--- src/include/tmcc_pkg.sv ---
// Shared constants and types of the timer core
package tmcc_pkg;

    // **********************************
    // Timing
    // **********************************
    localparam int CLK_PERIOD_NS = 10;
    localparam int SUB_PERIOD_NS = 30518;
    localparam int SUB_CYCLES = SUB_PERIOD_NS / CLK_PERIOD_NS;
    localparam logic [11:0] SUB_RELOAD = 12'(SUB_CYCLES - 1);
    localparam logic [5:0] DIV4_M = 6'h03;
    localparam logic [5:0] DIV16_M = 6'h0f;
    localparam logic [5:0] DIV64_M = 6'h3f;

    // **********************************
    // Register offsets
    // **********************************
    localparam logic [7:0] OFF_CTRL0 = 8'h00;
    localparam logic [7:0] OFF_CTRL1 = 8'h04;
    localparam logic [7:0] OFF_CNT_LO = 8'h08;
    localparam logic [7:0] OFF_CNT_HI = 8'h0c;
    localparam logic [7:0] OFF_CMPA_LO = 8'h10;
    localparam logic [7:0] OFF_CMPA_HI = 8'h14;
    localparam logic [7:0] OFF_STAT = 8'h18;
    localparam logic [7:0] OFF_MASK = 8'h1c;
    localparam logic [7:0] OFF_CAPCTL = 8'h20;
    localparam logic [7:0] OFF_CAP = 8'h24;

    // **********************************
    // Field positions and reset values
    // **********************************
    localparam int PAUSE_BIT = 7;
    localparam int CKSEL_LSB = 4;
    localparam int EN_BIT = 3;
    localparam int PERIOD_COMPARE_VALUE_LSB = 0;
    localparam int MODE_LSB = 6;
    localparam int IO_LSB = 4;
    localparam int OC_BIT = 3;
    localparam int POL_BIT = 2;
    localparam int CCLR_BIT = 0;
    localparam int INT_A = 0;
    localparam int INT_P = 1;
    localparam int INT_CAP = 2;
    localparam logic [7:0] CTRL_RST = 8'h00;
    localparam logic [2:0] MASK_RST = 3'h0;
    localparam logic OUTB_RST = 1'b1;
    localparam logic [1:0] RESP_OKAY = 2'h0;
    localparam logic [1:0] RESP_SLVERR = 2'h2;

    // **********************************
    // Types
    // **********************************
    typedef enum logic [1:0] {
        MODE_CMP,
        MODE_SPULSE,
        MODE_PWM,
        MODE_TIMER
    } tmcc_mode_e;

    typedef struct packed {
        logic awvalid;
        logic [7:0] awaddr;
        logic wvalid;
        logic [31:0] wdata;
        logic [3:0] wstrb;
        logic bready;
        logic arvalid;
        logic [7:0] araddr;
        logic rready;
    } tmcc_axi_m2s_s;

    typedef struct packed {
        logic awready;
        logic wready;
        logic bvalid;
        logic [1:0] bresp;
        logic arready;
        logic rvalid;
        logic [31:0] rdata;
        logic [1:0] rresp;
    } tmcc_axi_s2m_s;

endpackage

--- src/logic/tmcc_core.sv ---
// Timer core with compare, capture, output pair and AXI4-Lite slave
`timescale 1ns/1ps
// How it works
// - Counter equal to comparator raises interrupt, may clear counter, drive output.
// - Three-bit select picks system ratio, high clock, sub clock or pin.
// - Pin clock counts on rising or falling edge as selected.
// - Separate interrupt sources for comparator A and comparator P matches.
// - Clock pin also triggers a pulse in single pulse mode.
// - Capture pin edge chosen by two bits: rising, falling or both.
// - Second output pin always carries inverse of primary output.
// - Compare output mode sets, clears or toggles output on match.
// - PWM waveform appears on the same output pin pair.
// - Low byte write of compare pair only fills the holding buffer.
// - High byte write stores high byte and copies buffer into low.
// - High byte read returns high byte and latches live low byte.
// - Low byte read returns the holding buffer, not live value.
// - Ten-bit counter; A compares all bits, P top three bits.
// - Counter clears on enable rise, overflow or enabled compare match.
module tmcc_core (
    input wire logic aclk,
    input wire logic aresetn,
    input wire tmcc_pkg::tmcc_axi_m2s_s axi_in,
    output tmcc_pkg::tmcc_axi_s2m_s axi_out,
    input wire logic timer_ext_clock_pin,
    input wire logic capture_input_pin,
    output logic timer_output_pin,
    output logic timer_output_inverted_pin,
    output logic irq
);

    // **********************************
    // State
    // **********************************
    typedef struct packed {
        logic [7:0] ctrl0;
        logic [7:0] ctrl1;
        logic [1:0] capctl;
        logic [2:0] stat;
        logic [2:0] mask;
        logic [9:0] cnt;
        logic [9:0] compare_a_value;
        logic [9:0] cap;
        logic [7:0] lbuf;
        logic en_d;
        logic busy;
        logic out;
        logic outb;
        logic irq;
        logic [2:0] cap_sy;
        logic aw_h;
        logic [7:0] aw_a;
        logic w_h;
        logic [7:0] w_d;
        logic w_s;
        tmcc_pkg::tmcc_axi_s2m_s bus;
    } tmcc_state_s;

    tmcc_state_s st_r, st_nxt;
    tmcc_pkg::tmcc_mode_e mode;
    logic tick, ext_rise, en, run, en_rise;
    logic match_a, match_p, cap_ev, cap_set;
    logic rd_go, wr_go, rd_stat, clr_hit, oc, pol;
    logic [1:0] io;
    logic [2:0] period_compare_value;
    logic [9:0] cnt_inc;

    function automatic logic mapped(input logic [7:0] a);
        return a inside {tmcc_pkg::OFF_CTRL0, tmcc_pkg::OFF_CTRL1,
                         tmcc_pkg::OFF_CNT_LO, tmcc_pkg::OFF_CNT_HI,
                         tmcc_pkg::OFF_CMPA_LO, tmcc_pkg::OFF_CMPA_HI,
                         tmcc_pkg::OFF_STAT, tmcc_pkg::OFF_MASK,
                         tmcc_pkg::OFF_CAPCTL, tmcc_pkg::OFF_CAP};
    endfunction

    // **********************************
    // Clock source
    // **********************************
    // source select
    tmcc_clk_src u_clk_src (
        .aclk(aclk),
        .aresetn(aresetn),
        .sel(st_r.ctrl0[tmcc_pkg::CKSEL_LSB+:3]),
        .ext_pin(timer_ext_clock_pin),
        .tick(tick),
        .ext_rise(ext_rise)
    );

    // **********************************
    // Decode
    // **********************************
    assign mode = tmcc_pkg::tmcc_mode_e'(st_r.ctrl1[tmcc_pkg::MODE_LSB+:2]);
    assign io = st_r.ctrl1[tmcc_pkg::IO_LSB+:2];
    assign oc = st_r.ctrl1[tmcc_pkg::OC_BIT];
    assign pol = st_r.ctrl1[tmcc_pkg::POL_BIT];
    assign period_compare_value = st_r.ctrl0[tmcc_pkg::PERIOD_COMPARE_VALUE_LSB+:3];
    assign en = st_r.ctrl0[tmcc_pkg::EN_BIT];
    assign en_rise = en && !st_r.en_d;
    // Single pulse mode counts only while a pulse is out
    assign run = en && !st_r.ctrl0[tmcc_pkg::PAUSE_BIT]
                 && (mode != tmcc_pkg::MODE_SPULSE || st_r.busy);
    assign cnt_inc = st_r.cnt + 10'h001;
    assign match_a = tick && run && (st_r.cnt == st_r.compare_a_value);
    // P on top three bits; zero means full overflow
    assign match_p = tick && run && (cnt_inc == {period_compare_value, 7'h00});
    assign clr_hit = st_r.ctrl1[tmcc_pkg::CCLR_BIT] ? match_a : match_p;

    always_comb begin
        unique case (st_r.capctl)
            2'h0: cap_ev = st_r.cap_sy[1] && !st_r.cap_sy[2];
            2'h1: cap_ev = !st_r.cap_sy[1] && st_r.cap_sy[2];
            2'h2: cap_ev = st_r.cap_sy[1] != st_r.cap_sy[2];
            2'h3: cap_ev = 1'b0;
        endcase
    end
    assign cap_set = cap_ev && en;

    assign rd_go = axi_in.arvalid && st_r.bus.arready;
    assign wr_go = st_r.aw_h && st_r.w_h && !st_r.bus.bvalid;
    assign rd_stat = rd_go && axi_in.araddr == tmcc_pkg::OFF_STAT;

    // **********************************
    // Next state
    // **********************************
    always_comb begin
        st_nxt = st_r;
        st_nxt.cap_sy = {st_r.cap_sy[1:0], capture_input_pin};
        st_nxt.en_d = en;

        if (en_rise) begin
            st_nxt.cnt = 10'h000;
        end else if (tick && run) begin
            st_nxt.cnt = clr_hit ? 10'h000 : cnt_inc;
        end

        if (en_rise) begin
            st_nxt.out = oc;
            st_nxt.busy = 1'b0;
        end else begin
            unique case (mode)
                tmcc_pkg::MODE_CMP: begin
                    if (match_a) begin
                        unique case (io)
                            2'h0: ;
                            2'h1: st_nxt.out = 1'b0;
                            2'h2: st_nxt.out = 1'b1;
                            2'h3: st_nxt.out = !st_r.out;
                        endcase
                    end
                end
                tmcc_pkg::MODE_PWM: begin
                    if (en) begin
                        unique case (io)
                            2'h0: st_nxt.out = pol;
                            2'h1: st_nxt.out = !pol;
                            2'h2: st_nxt.out = (st_r.cnt < st_r.compare_a_value) ^ pol;
                            2'h3: ;
                        endcase
                    end
                end
                tmcc_pkg::MODE_SPULSE: begin
                    if (en && !st_r.busy && ext_rise) begin
                        st_nxt.busy = 1'b1;
                        st_nxt.out = !oc;
                        st_nxt.cnt = 10'h000;
                    end else if (st_r.busy && match_a) begin
                        st_nxt.busy = 1'b0;
                        st_nxt.out = oc;
                    end
                end
                tmcc_pkg::MODE_TIMER: ;
            endcase
        end
        st_nxt.outb = !st_nxt.out;

        if (cap_set) begin
            st_nxt.cap = st_r.cnt;
        end

        // Write channels held until both halves are in
        if (axi_in.awvalid && st_r.bus.awready) begin
            st_nxt.aw_h = 1'b1;
            st_nxt.aw_a = axi_in.awaddr;
        end
        if (axi_in.wvalid && st_r.bus.wready) begin
            st_nxt.w_h = 1'b1;
            st_nxt.w_d = axi_in.wdata[7:0];
            st_nxt.w_s = axi_in.wstrb[0];
        end
        if (st_r.bus.bvalid && axi_in.bready) begin
            st_nxt.bus.bvalid = 1'b0;
        end
        if (wr_go) begin
            st_nxt.aw_h = 1'b0;
            st_nxt.w_h = 1'b0;
            st_nxt.bus.bvalid = 1'b1;
            st_nxt.bus.bresp = mapped(st_r.aw_a) ? tmcc_pkg::RESP_OKAY
                                                 : tmcc_pkg::RESP_SLVERR;
            if (st_r.w_s) begin
                case (st_r.aw_a)
                    tmcc_pkg::OFF_CTRL0: st_nxt.ctrl0 = st_r.w_d;
                    tmcc_pkg::OFF_CTRL1: st_nxt.ctrl1 = st_r.w_d;
                    tmcc_pkg::OFF_CMPA_LO: st_nxt.lbuf = st_r.w_d;
                    tmcc_pkg::OFF_CMPA_HI: begin
                        st_nxt.compare_a_value = {st_r.w_d[1:0], st_r.lbuf};
                    end
                    tmcc_pkg::OFF_MASK: st_nxt.mask = st_r.w_d[2:0];
                    tmcc_pkg::OFF_CAPCTL: st_nxt.capctl = st_r.w_d[1:0];
                    default: ;
                endcase
            end
        end

        if (st_r.bus.rvalid && axi_in.rready) begin
            st_nxt.bus.rvalid = 1'b0;
        end
        // Read after write so a same-cycle high read owns the buffer
        if (rd_go) begin
            st_nxt.bus.rvalid = 1'b1;
            st_nxt.bus.rresp = mapped(axi_in.araddr) ? tmcc_pkg::RESP_OKAY
                                                     : tmcc_pkg::RESP_SLVERR;
            st_nxt.bus.rdata = 32'h0000_0000;
            case (axi_in.araddr)
                tmcc_pkg::OFF_CTRL0: st_nxt.bus.rdata[7:0] = st_r.ctrl0;
                tmcc_pkg::OFF_CTRL1: st_nxt.bus.rdata[7:0] = st_r.ctrl1;
                tmcc_pkg::OFF_CNT_LO, tmcc_pkg::OFF_CMPA_LO: begin
                    st_nxt.bus.rdata[7:0] = st_r.lbuf;
                end
                tmcc_pkg::OFF_CNT_HI: begin
                    st_nxt.bus.rdata[1:0] = st_r.cnt[9:8];
                    st_nxt.lbuf = st_r.cnt[7:0];
                end
                tmcc_pkg::OFF_CMPA_HI: begin
                    st_nxt.bus.rdata[1:0] = st_r.compare_a_value[9:8];
                    st_nxt.lbuf = st_r.compare_a_value[7:0];
                end
                tmcc_pkg::OFF_STAT: st_nxt.bus.rdata[2:0] = st_r.stat;
                tmcc_pkg::OFF_MASK: st_nxt.bus.rdata[2:0] = st_r.mask;
                tmcc_pkg::OFF_CAPCTL: st_nxt.bus.rdata[1:0] = st_r.capctl;
                tmcc_pkg::OFF_CAP: st_nxt.bus.rdata[9:0] = st_r.cap;
                default: ;
            endcase
        end

        // sticky flags, a new event beats the read clear
        st_nxt.stat = (rd_stat ? 3'h0 : st_r.stat)
                      | {cap_set, match_p, match_a};
        st_nxt.irq = |(st_nxt.stat & st_nxt.mask);

        st_nxt.bus.awready = !st_nxt.aw_h && !st_nxt.bus.bvalid;
        st_nxt.bus.wready = !st_nxt.w_h && !st_nxt.bus.bvalid;
        st_nxt.bus.arready = !st_nxt.bus.rvalid;
    end

    always_ff @(posedge aclk) begin
        if (!aresetn) begin
            st_r <= '0;
            st_r.ctrl0 <= tmcc_pkg::CTRL_RST;
            st_r.ctrl1 <= tmcc_pkg::CTRL_RST;
            st_r.mask <= tmcc_pkg::MASK_RST;
            st_r.outb <= tmcc_pkg::OUTB_RST;
        end else begin
            st_r <= st_nxt;
        end
    end

    // **********************************
    // Outputs
    // **********************************
    assign axi_out = st_r.bus;
    assign timer_output_pin = st_r.out;
    assign timer_output_inverted_pin = st_r.outb;
    assign irq = st_r.irq;
endmodule

--- src/logic/tmcc_clk_src.sv ---
// Counter clock source selection and external edge detection
`timescale 1ns/1ps
module tmcc_clk_src (
    input wire logic aclk,
    input wire logic aresetn,
    input wire logic [2:0] sel,
    input wire logic ext_pin,
    output logic tick,
    output logic ext_rise
);
    logic [5:0] div_r, div_nxt;
    logic [11:0] sub_r, sub_nxt;
    logic [2:0] sy_r, sy_nxt;
    logic ext_fall;

    always_comb begin
        div_nxt = div_r + 6'h01;
        sub_nxt = (sub_r == 12'h000) ? tmcc_pkg::SUB_RELOAD
                                     : sub_r - 12'h001;
        sy_nxt = {sy_r[1:0], ext_pin};
    end

    always_ff @(posedge aclk) begin
        if (!aresetn) begin
            div_r <= 6'h00;
            sub_r <= 12'h000;
            sy_r <= 3'h0;
        end else begin
            div_r <= div_nxt;
            sub_r <= sub_nxt;
            sy_r <= sy_nxt;
        end
    end

    // Edges seen only past the second flop
    assign ext_rise = sy_r[1] && !sy_r[2];
    assign ext_fall = !sy_r[1] && sy_r[2];

    // The high clock is taken as the system clock here
    always_comb begin
        unique case (sel)
            3'h0: tick = (div_r & tmcc_pkg::DIV4_M) == tmcc_pkg::DIV4_M;
            3'h1: tick = 1'b1;
            3'h2: tick = (div_r & tmcc_pkg::DIV16_M) == tmcc_pkg::DIV16_M;
            3'h3: tick = (div_r & tmcc_pkg::DIV64_M) == tmcc_pkg::DIV64_M;
            3'h4, 3'h5: tick = (sub_r == 12'h000);
            3'h6: tick = ext_rise;
            3'h7: tick = ext_fall;
        endcase
    end
endmodule

--- config.mk ---
export PLATFORM = sky130hd
export DESIGN_NAME = tmcc_core
export DESIGN_NICKNAME = d
export VERILOG_FILES = /design/src/include/tmcc_pkg.sv /design/src/logic/tmcc_core.sv /design/src/logic/tmcc_clk_src.sv
export SDC_FILE = /design/constraint.sdc
export NUM_CORES = 1
export LEC_CHECK = 0
export ABC_AREA = 0
export BUFFER_PORTS_ARGS = -buffer_cell sky130_fd_sc_hd__buf_2
export CORE_UTILIZATION = 45
export CTS_CLUSTER_SIZE = 10
export DETAILED_ROUTE_END_ITERATION = 10
export GPL_TIMING_DRIVEN = 0
export PLACE_DENSITY = 0.66
export SYNTH_ARGS = -nofsm -noshare
export SYNTH_HDL_FRONTEND = slang
export SYNTH_HIERARCHICAL = 1
export SYNTH_SLANG_ARGS = --single-unit
--- constraint.sdc ---
create_clock -name aclk -period 4 [get_ports aclk]
set_clock_uncertainty 0.2 [all_clocks]
set_input_delay 0.2 -clock aclk [delete_from_list [all_inputs] [get_ports aclk]]
set_output_delay 0.2 -clock aclk [all_outputs]
set_load 0.01 [all_outputs]
==> results.cfg, run 1 <==
[critical_path]
crit_buf_inv = 1
critPathCapture = st_r[105]$_SDFF_PN0_
critical_path_depth = 10
crit_chain = nor4_4, nand4_1, a311oi_1, and3b_1, o2111ai_1, or4_1, a211oi_2, nand2b_1, buf_4, o211ai_2
cpPeakStageDelay_ns = 0.51
worst-r2r-setup-slack_ns = 0.34
r2r_start = u_clk_src/sub_r[4]$_SDFF_PP0_
crit_required_ns = 4.10
crit_fanout = 10
slowest_stage = or4_1
crit_start = u_clk_src/sub_r[4]$_SDFF_PP0_
timing.rr.end = st_r[105]$_SDFF_PN0_
crit_type = reg -> reg
critPathCaptureType = register
reg2reg_depth = 10
startpoint_type = register
worst_ep_arrival_time_ns = 3.76
path_delay_family = simple AND/OR/NAND/NOR gates

[run_status]
status = completed

[power]
total_power_w = 0.00342
seq_power_share = 0.415
clkPwrFrac = 0.442
power.density_nw_per_um2 = 434
swShare = 0.265
combPwrFrac = 0.143
power_switching_w = 0.000907
p_leak_nw = 3.15
vdd_drop_max_uv = 256
p_int_w = 0.00251

[placement]
hpwlAfterDp_um = 12300
placed_cells = 1021
gp_congestion = 0.922
io_buffers = 52

[drt]
antenna_left = 0
wl_met2_um = 7650
highest_layer = met4
firstDrtPassIters = 6
drt_iter0_drc = 391
wl_met3_um = 935
routed_via_density = 5.38
num_vias = 5787
drc = 0
totalWireLength_um = 17000
drt-wirelength-per-cell_um = 15.8
wl_met1_um = 8040

[synthesis]
netlist_area_um2 = 6500
synth_flop_cell = dfxtp_1
yosysMostFrequentCell = dfxtp_1
synth-edff-count = 0
ys_types = 83
synthCells = 766
synth_top_cells_by_count = dfxtp_1, nand2_1, a21oi_1
netlist.area_leader.share = 0.391
async_flop_share = 0
synth_seq_cells = 127
yosysSeqAreaShare = 0.391
yosys.area.top_type = dfxtp_1
synthTopCellsByArea = dfxtp_1, nand2_1, a21oi_1
yosys_warnings = 6
syn-mean-instance-area_um2 = 8.49

[cts]
cts_max_level = 4
clk_pin_slew_ns = 0.06
cts_num_sinks = 127
cts_root_buffer = clkbuf_16
post-cts-setup-buffers = 0
clk_path_buf_depth = 2
clkLatencyLatePin_ns = 0.42
cts_buffers = 17
cts_tree = yes

[timing]
relSlewSlack = 0.365
hold_ws_ns = 0.0453
setup_viol = 0
slew_violations = 0
fmax_mhz = 273
rsz0062_at_grt = no
tightest_slew_ns = 0.945
hold_viol = 0
tns_ns = 0
fin_crit_ns = 3.66
post-route-period-util = 0.915

[global_route]
antenna_found_initial = 0
grt_use_total = 0.241
grt_pass1_vias = 5120
grt_max_degree = 17
grt-ovfl-total = 0
grt_first_pass_wirelength_um = 27200

[finish]
fin_nets = 961
final_core_util = 0.563
drive_gt1_frac = 0.184
layoutNonFillerInstCount = 1076
antenna_cells = 0
areaGrowthSynthToFinish_pct = 21.2

[job]
drv_cap = 0

[floorplanning]
start_util = 0.465
die_w_um = 122
placementRows = 43
fp.dieArea_um2 = 14900
core_area_um2 = 14000
io_pins = 105
die_h_um = 122

[min_path]
min_path_type = in -> reg
stage by stage:
step,setup WS (ns),area [um^2]
floorplan,1.00,6590
global placement,0.305,7080
detailed placement,0.332,7080
CTS,0.300,7880
global route,0.0939,7880
finish,0.339,7880
worst reg2reg max path: cells and delay by family, from the launching register on:
family / cells / cell delay (ns)
AO/OA/AOI/OAI: 4 / 1.09
buffers and inverters: 1 / 0.17
flip-flops: 1 / 0.38
AND/OR/NAND/NOR: 5 / 1.70
repair_timing:
item,4_1_cts,5_1_grt
hold endpoints to repair,32,0
gates resized for setup,0,0
hold buffers,23,0
layout by cell type (no fill, tap or decap), drive strengths merged, types with 8 or more instances in the layout:
| cell type | count |
|---|---|
| conb | 24 |
| clkbuf | 44 |
| xnor2 | 14 |
| nand2b | 10 |
| dlygate4sd3 | 23 |
| nor2 | 56 |
| xor2 | 8 |
| nand2 | 126 |
| nor2b | 9 |
| nand3b | 10 |
| o21ai | 17 |
| nor3 | 17 |
| inv | 20 |
| a22oi | 16 |
| nand3 | 13 |
| and2 | 19 |
| a21oi | 67 |
| mux2i | 23 |
| a21boi | 10 |
| ha | 17 |
| dfxtp | 127 |
| buf | 107 |
| o22ai | 8 |
flip-flops by register name, indices dropped and copies added, names as in the netlist, named ones only:
register	cells
u_clk_src/sy_r	3
axi_out	17
en	1
mode	2
period_compare_value	3
io	2
u_clk_src/sub_r	12
irq	1
pol	1
st_r	74
oc	1
timer_output_inverted_pin	1
u_clk_src/div_r	6
st_nxt	2
kinds of logic after synthesis:
group / count (synthesis) / synth area share
xor+xnor: 22 / 0.0308
simple gates: 311 / 0.252
buf+inv: 96 / 0.0850
mux: 26 / 0.0406
fa+ha+maj: 17 / 0.0327
compound gates: 166 / 0.167
flops: 127 / 0.391
other cells: 1 / 0.000577
power by group through the flow:
stage,clock network (W),registers (W),logic [W]
after CTS,0.00153,0.00142,0.000493
after floorplan,0,0.00142,0.000366
after global placement,0,0.00144,0.000462
final,0.00151,0.00142,0.000490
after global routing,0.00159,0.00143,0.000555
after detailed placement,0,0.00144,0.000470
how the worst min path moves through the flow:
| stage | start | cells after the start | to |
|---|---|---|---|
| floorplan | capture_input_pin | 1 | st_nxt[61]$_SDFF_PN0_ |
| global placement | timer_ext_clock_pin | 2 | u_clk_src/sy_r[0]$_SDFF_PN0_ |
| detailed placement | timer_ext_clock_pin | 2 | u_clk_src/sy_r[0]$_SDFF_PN0_ |
| CTS | axi_in[56] | 4 | st_r[58]$_SDFFE_PN0P_ |
| global route | axi_in[56] | 4 | st_r[57]$_SDFFE_PN0P_ |
| finish | axi_in[56] | 4 | st_r[57]$_SDFFE_PN0P_ |
final cells by class:
type,count,area (um^2)
Buffer,77,482
Clock buffer,22,464
Clock inverter,10,111
Fill cell,1353,6110
Inverter,19,71.3
Multi-Input combinational cell,566,3490
Sequential cell,127,2540
Tap cell,180,225
Timing Repair Buffer,75,490
per-layer routing:
layer	up-vias	track usage
met5	-	0
met4	0	0.0938
met2	227	0.373
met1	2661	0.328
li1	2867	-
met3	32	0.0507
Note: power is estimated with default switching activity, not from simulation.
==> run 2: changes to the inputs <==
--- a/config.mk
+++ b/config.mk
@@ -8,10 +8,11 @@
 export ABC_AREA = 0
 export BUFFER_PORTS_ARGS = -buffer_cell sky130_fd_sc_hd__buf_2
 export CORE_UTILIZATION = 45
+export CTS_CLUSTER_DIAMETER = 120
 export CTS_CLUSTER_SIZE = 10
 export DETAILED_ROUTE_END_ITERATION = 10
 export GPL_TIMING_DRIVEN = 0
-export PLACE_DENSITY = 0.66
+export PLACE_DENSITY = 0.68
 export SYNTH_ARGS = -nofsm -noshare
 export SYNTH_HDL_FRONTEND = slang
 export SYNTH_HIERARCHICAL = 1
==> constraint.sdc (replaced) <==
create_clock -name aclk -period 3 [get_ports aclk]
set_clock_uncertainty 0.2 [all_clocks]
set_input_delay 0.15 -clock aclk [delete_from_list [all_inputs] [get_ports aclk]]
set_output_delay 0.15 -clock aclk [all_outputs]
set_load 0.01 [all_outputs]
==> run 2 against run 1 <==
  * Sequential power grew 34%
  * Critical path depth is the same
  * Largest cell class unchanged
  * Via count rose by 1.3%
  * Clock power increased by 40%
  * Routed wire length is 2.1% higher
  * Highest routed layer unchanged
  * The flow now finishes with violations (negative setup slack)
  * Largest power group unchanged
==> results.cfg, run 2 (synthesis results as in run 1) <==
[timing]
hold_viol = 0
tns_ns = -0.00623
hold_ws_ns = 0.0177
fmax_mhz = 333
post-route-period-util = 1.00
fin_crit_ns = 3.01
rsz0062_at_grt = yes
timing.final.ws_setup_ns = -0.00623
slew_violations = 0
relSlewSlack = 0.374
tightest_slew_ns = 0.931
setup_viol = 1

[drt]
drc = 0
num_vias = 5863
drt-wirelength-per-cell_um = 16.0
drt_iter0_drc = 422
totalWireLength_um = 17400
firstDrtPassIters = 5
routed_via_density = 5.39
antenna_left = 0

[critical_path]
crit_required_ns = 3.10
critPathCaptureType = register
crit_chain = nor4_4, nand4_1, a311oi_2, and3b_2, o2111ai_4, or4_4, a211oi_4, buf_6, nand3b_1, o211ai_2
crit_type = reg -> reg
slowest_stage = or4_4
startpoint_type = register
path_delay_family = simple AND/OR/NAND/NOR gates
worst_ep_arrival_time_ns = 3.10
cpPeakStageDelay_ns = 0.45
crit_buf_inv = 1
crit_fanout = 4

[power]
vdd_drop_max_uv = 310
p_leak_nw = 3.25
power.density_nw_per_um2 = 583

[cts]
clk_path_buf_depth = 2
cts_max_level = 4
cts_buffers = 17
cts_root_buffer = clkbuf_16
cts_num_sinks = 127
clkLatencyLatePin_ns = 0.43
clk_pin_slew_ns = 0.06
cts_tree = yes

[run_status]
status = finished, violations left
violations = negative setup slack

[placement]
hpwlAfterDp_um = 12100
placed_cells = 1021
io_buffers = 52
postPlaceCellArea_um2 = 7080
gp_congestion = 0.901

[job]
drv_cap = 0

[global_route]
grt_use_total = 0.240
grt_max_degree = 17
grt_pass1_vias = 5228
antenna_found_initial = 0
grt-ovfl-total = 0
grt_first_pass_wirelength_um = 27300

[finish]
regMostFlops = st_r
fin_nets = 973
layoutNonFillerInstCount = 1088
antenna_cells = 0
drive_gt1_frac = 0.206
largest_register_ffs = 74
postLayoutCellArea_um2 = 8120
layout_common_cells = nand2_1, dfxtp_1, a21oi_1
mostFrequentLayoutCell = nand2_1
areaGrowthSynthToFinish_pct = 24.9
final_core_util = 0.581

[floorplanning]
die_w_um = 122
die_h_um = 122
placementRows = 43
core_area_um2 = 14000
start_util = 0.465
fp.dieArea_um2 = 14900
io_pins = 105

[min_path]
min_path_type = in -> reg
-- run 2: cell types whose count changed in the layout (fill, tap and decap cells not counted), moves of 2 or more --
cell / delta
dlygate4sd3_1: +8
clkbuf_8: +4
dfxtp_1: -4
buf_4: +3
clkbuf_1: -2
clkinv_2: -2
clkinv_4: +2
dfxtp_2: +2
dfxtp_4: +2
ha_1: -2
inv_1: -2
inv_2: +2
-- run 2: tightest hold or removal path, stage by stage --
cell,delay [ns]
buf_2,0.08
nand2_1,0.18
nand2_1,0.12
a21oi_1,0.05
-- run 2: metal layers --
metal	share of wire	GRT usage	vias up
met4	0.028	0.0953	0
li1	-	-	2898
met3	0.057	0.0530	33
met2	0.46	0.378	229
met5	0	0	-
met1	0.46	0.319	2703
-- run 2: worst paths after layout --
kind                                 start                           end  slack (ns)  depth (start not counted)
min reg2reg   u_clk_src/sy_r[0]$_SDFF_PN0_  u_clk_src/sy_r[1]$_SDFF_PN0_        0.23                          1
min                             axi_in[47]         st_r[45]$_SDFFE_PN0P_        0.02                          4
max          u_clk_src/sub_r[4]$_SDFF_PP0_          st_r[103]$_SDFF_PN0_      -0.006                         10
max reg2reg  u_clk_src/sub_r[4]$_SDFF_PP0_          st_r[103]$_SDFF_PN0_      -0.006                         10
-- run 2: where the power goes --
part	total (W)	leakage (nW)	internal [W]	switching, W
sequential	0.00190	1.03	0.00179	0.000108
clock	0.00212	0.298	0.00135	0.000762
combinational	0.000720	1.92	0.000351	0.000370
-- run 2: cell type report --
class	instances	area, um^2
fill	1286	5870
buffer	76	474
sequential	127	2550
clock inverter	8	103
multi-input combinational	566	3570
inverter	19	71.3
tap	180	225
clock buffer	24	512
timing repair buffer	88	612
-- run 2: stage by stage --
stage	total power, W	setup WS [ns]
after floorplan	0.00239	0.00128
after global placement	0.00254	-0.661
after detailed placement	0.00255	-0.642
after CTS	0.00471	0.00424
after global routing	0.00492	-0.194
final	0.00474	-0.00623
-- run 2: repair_timing --
action                     CTS  global route
resized for setup           10            15
pin swaps                    7             6
hold endpoints to repair    35             0
hold buffers                31             0
setup endpoints to repair   14            12
buffers inserted             3             2
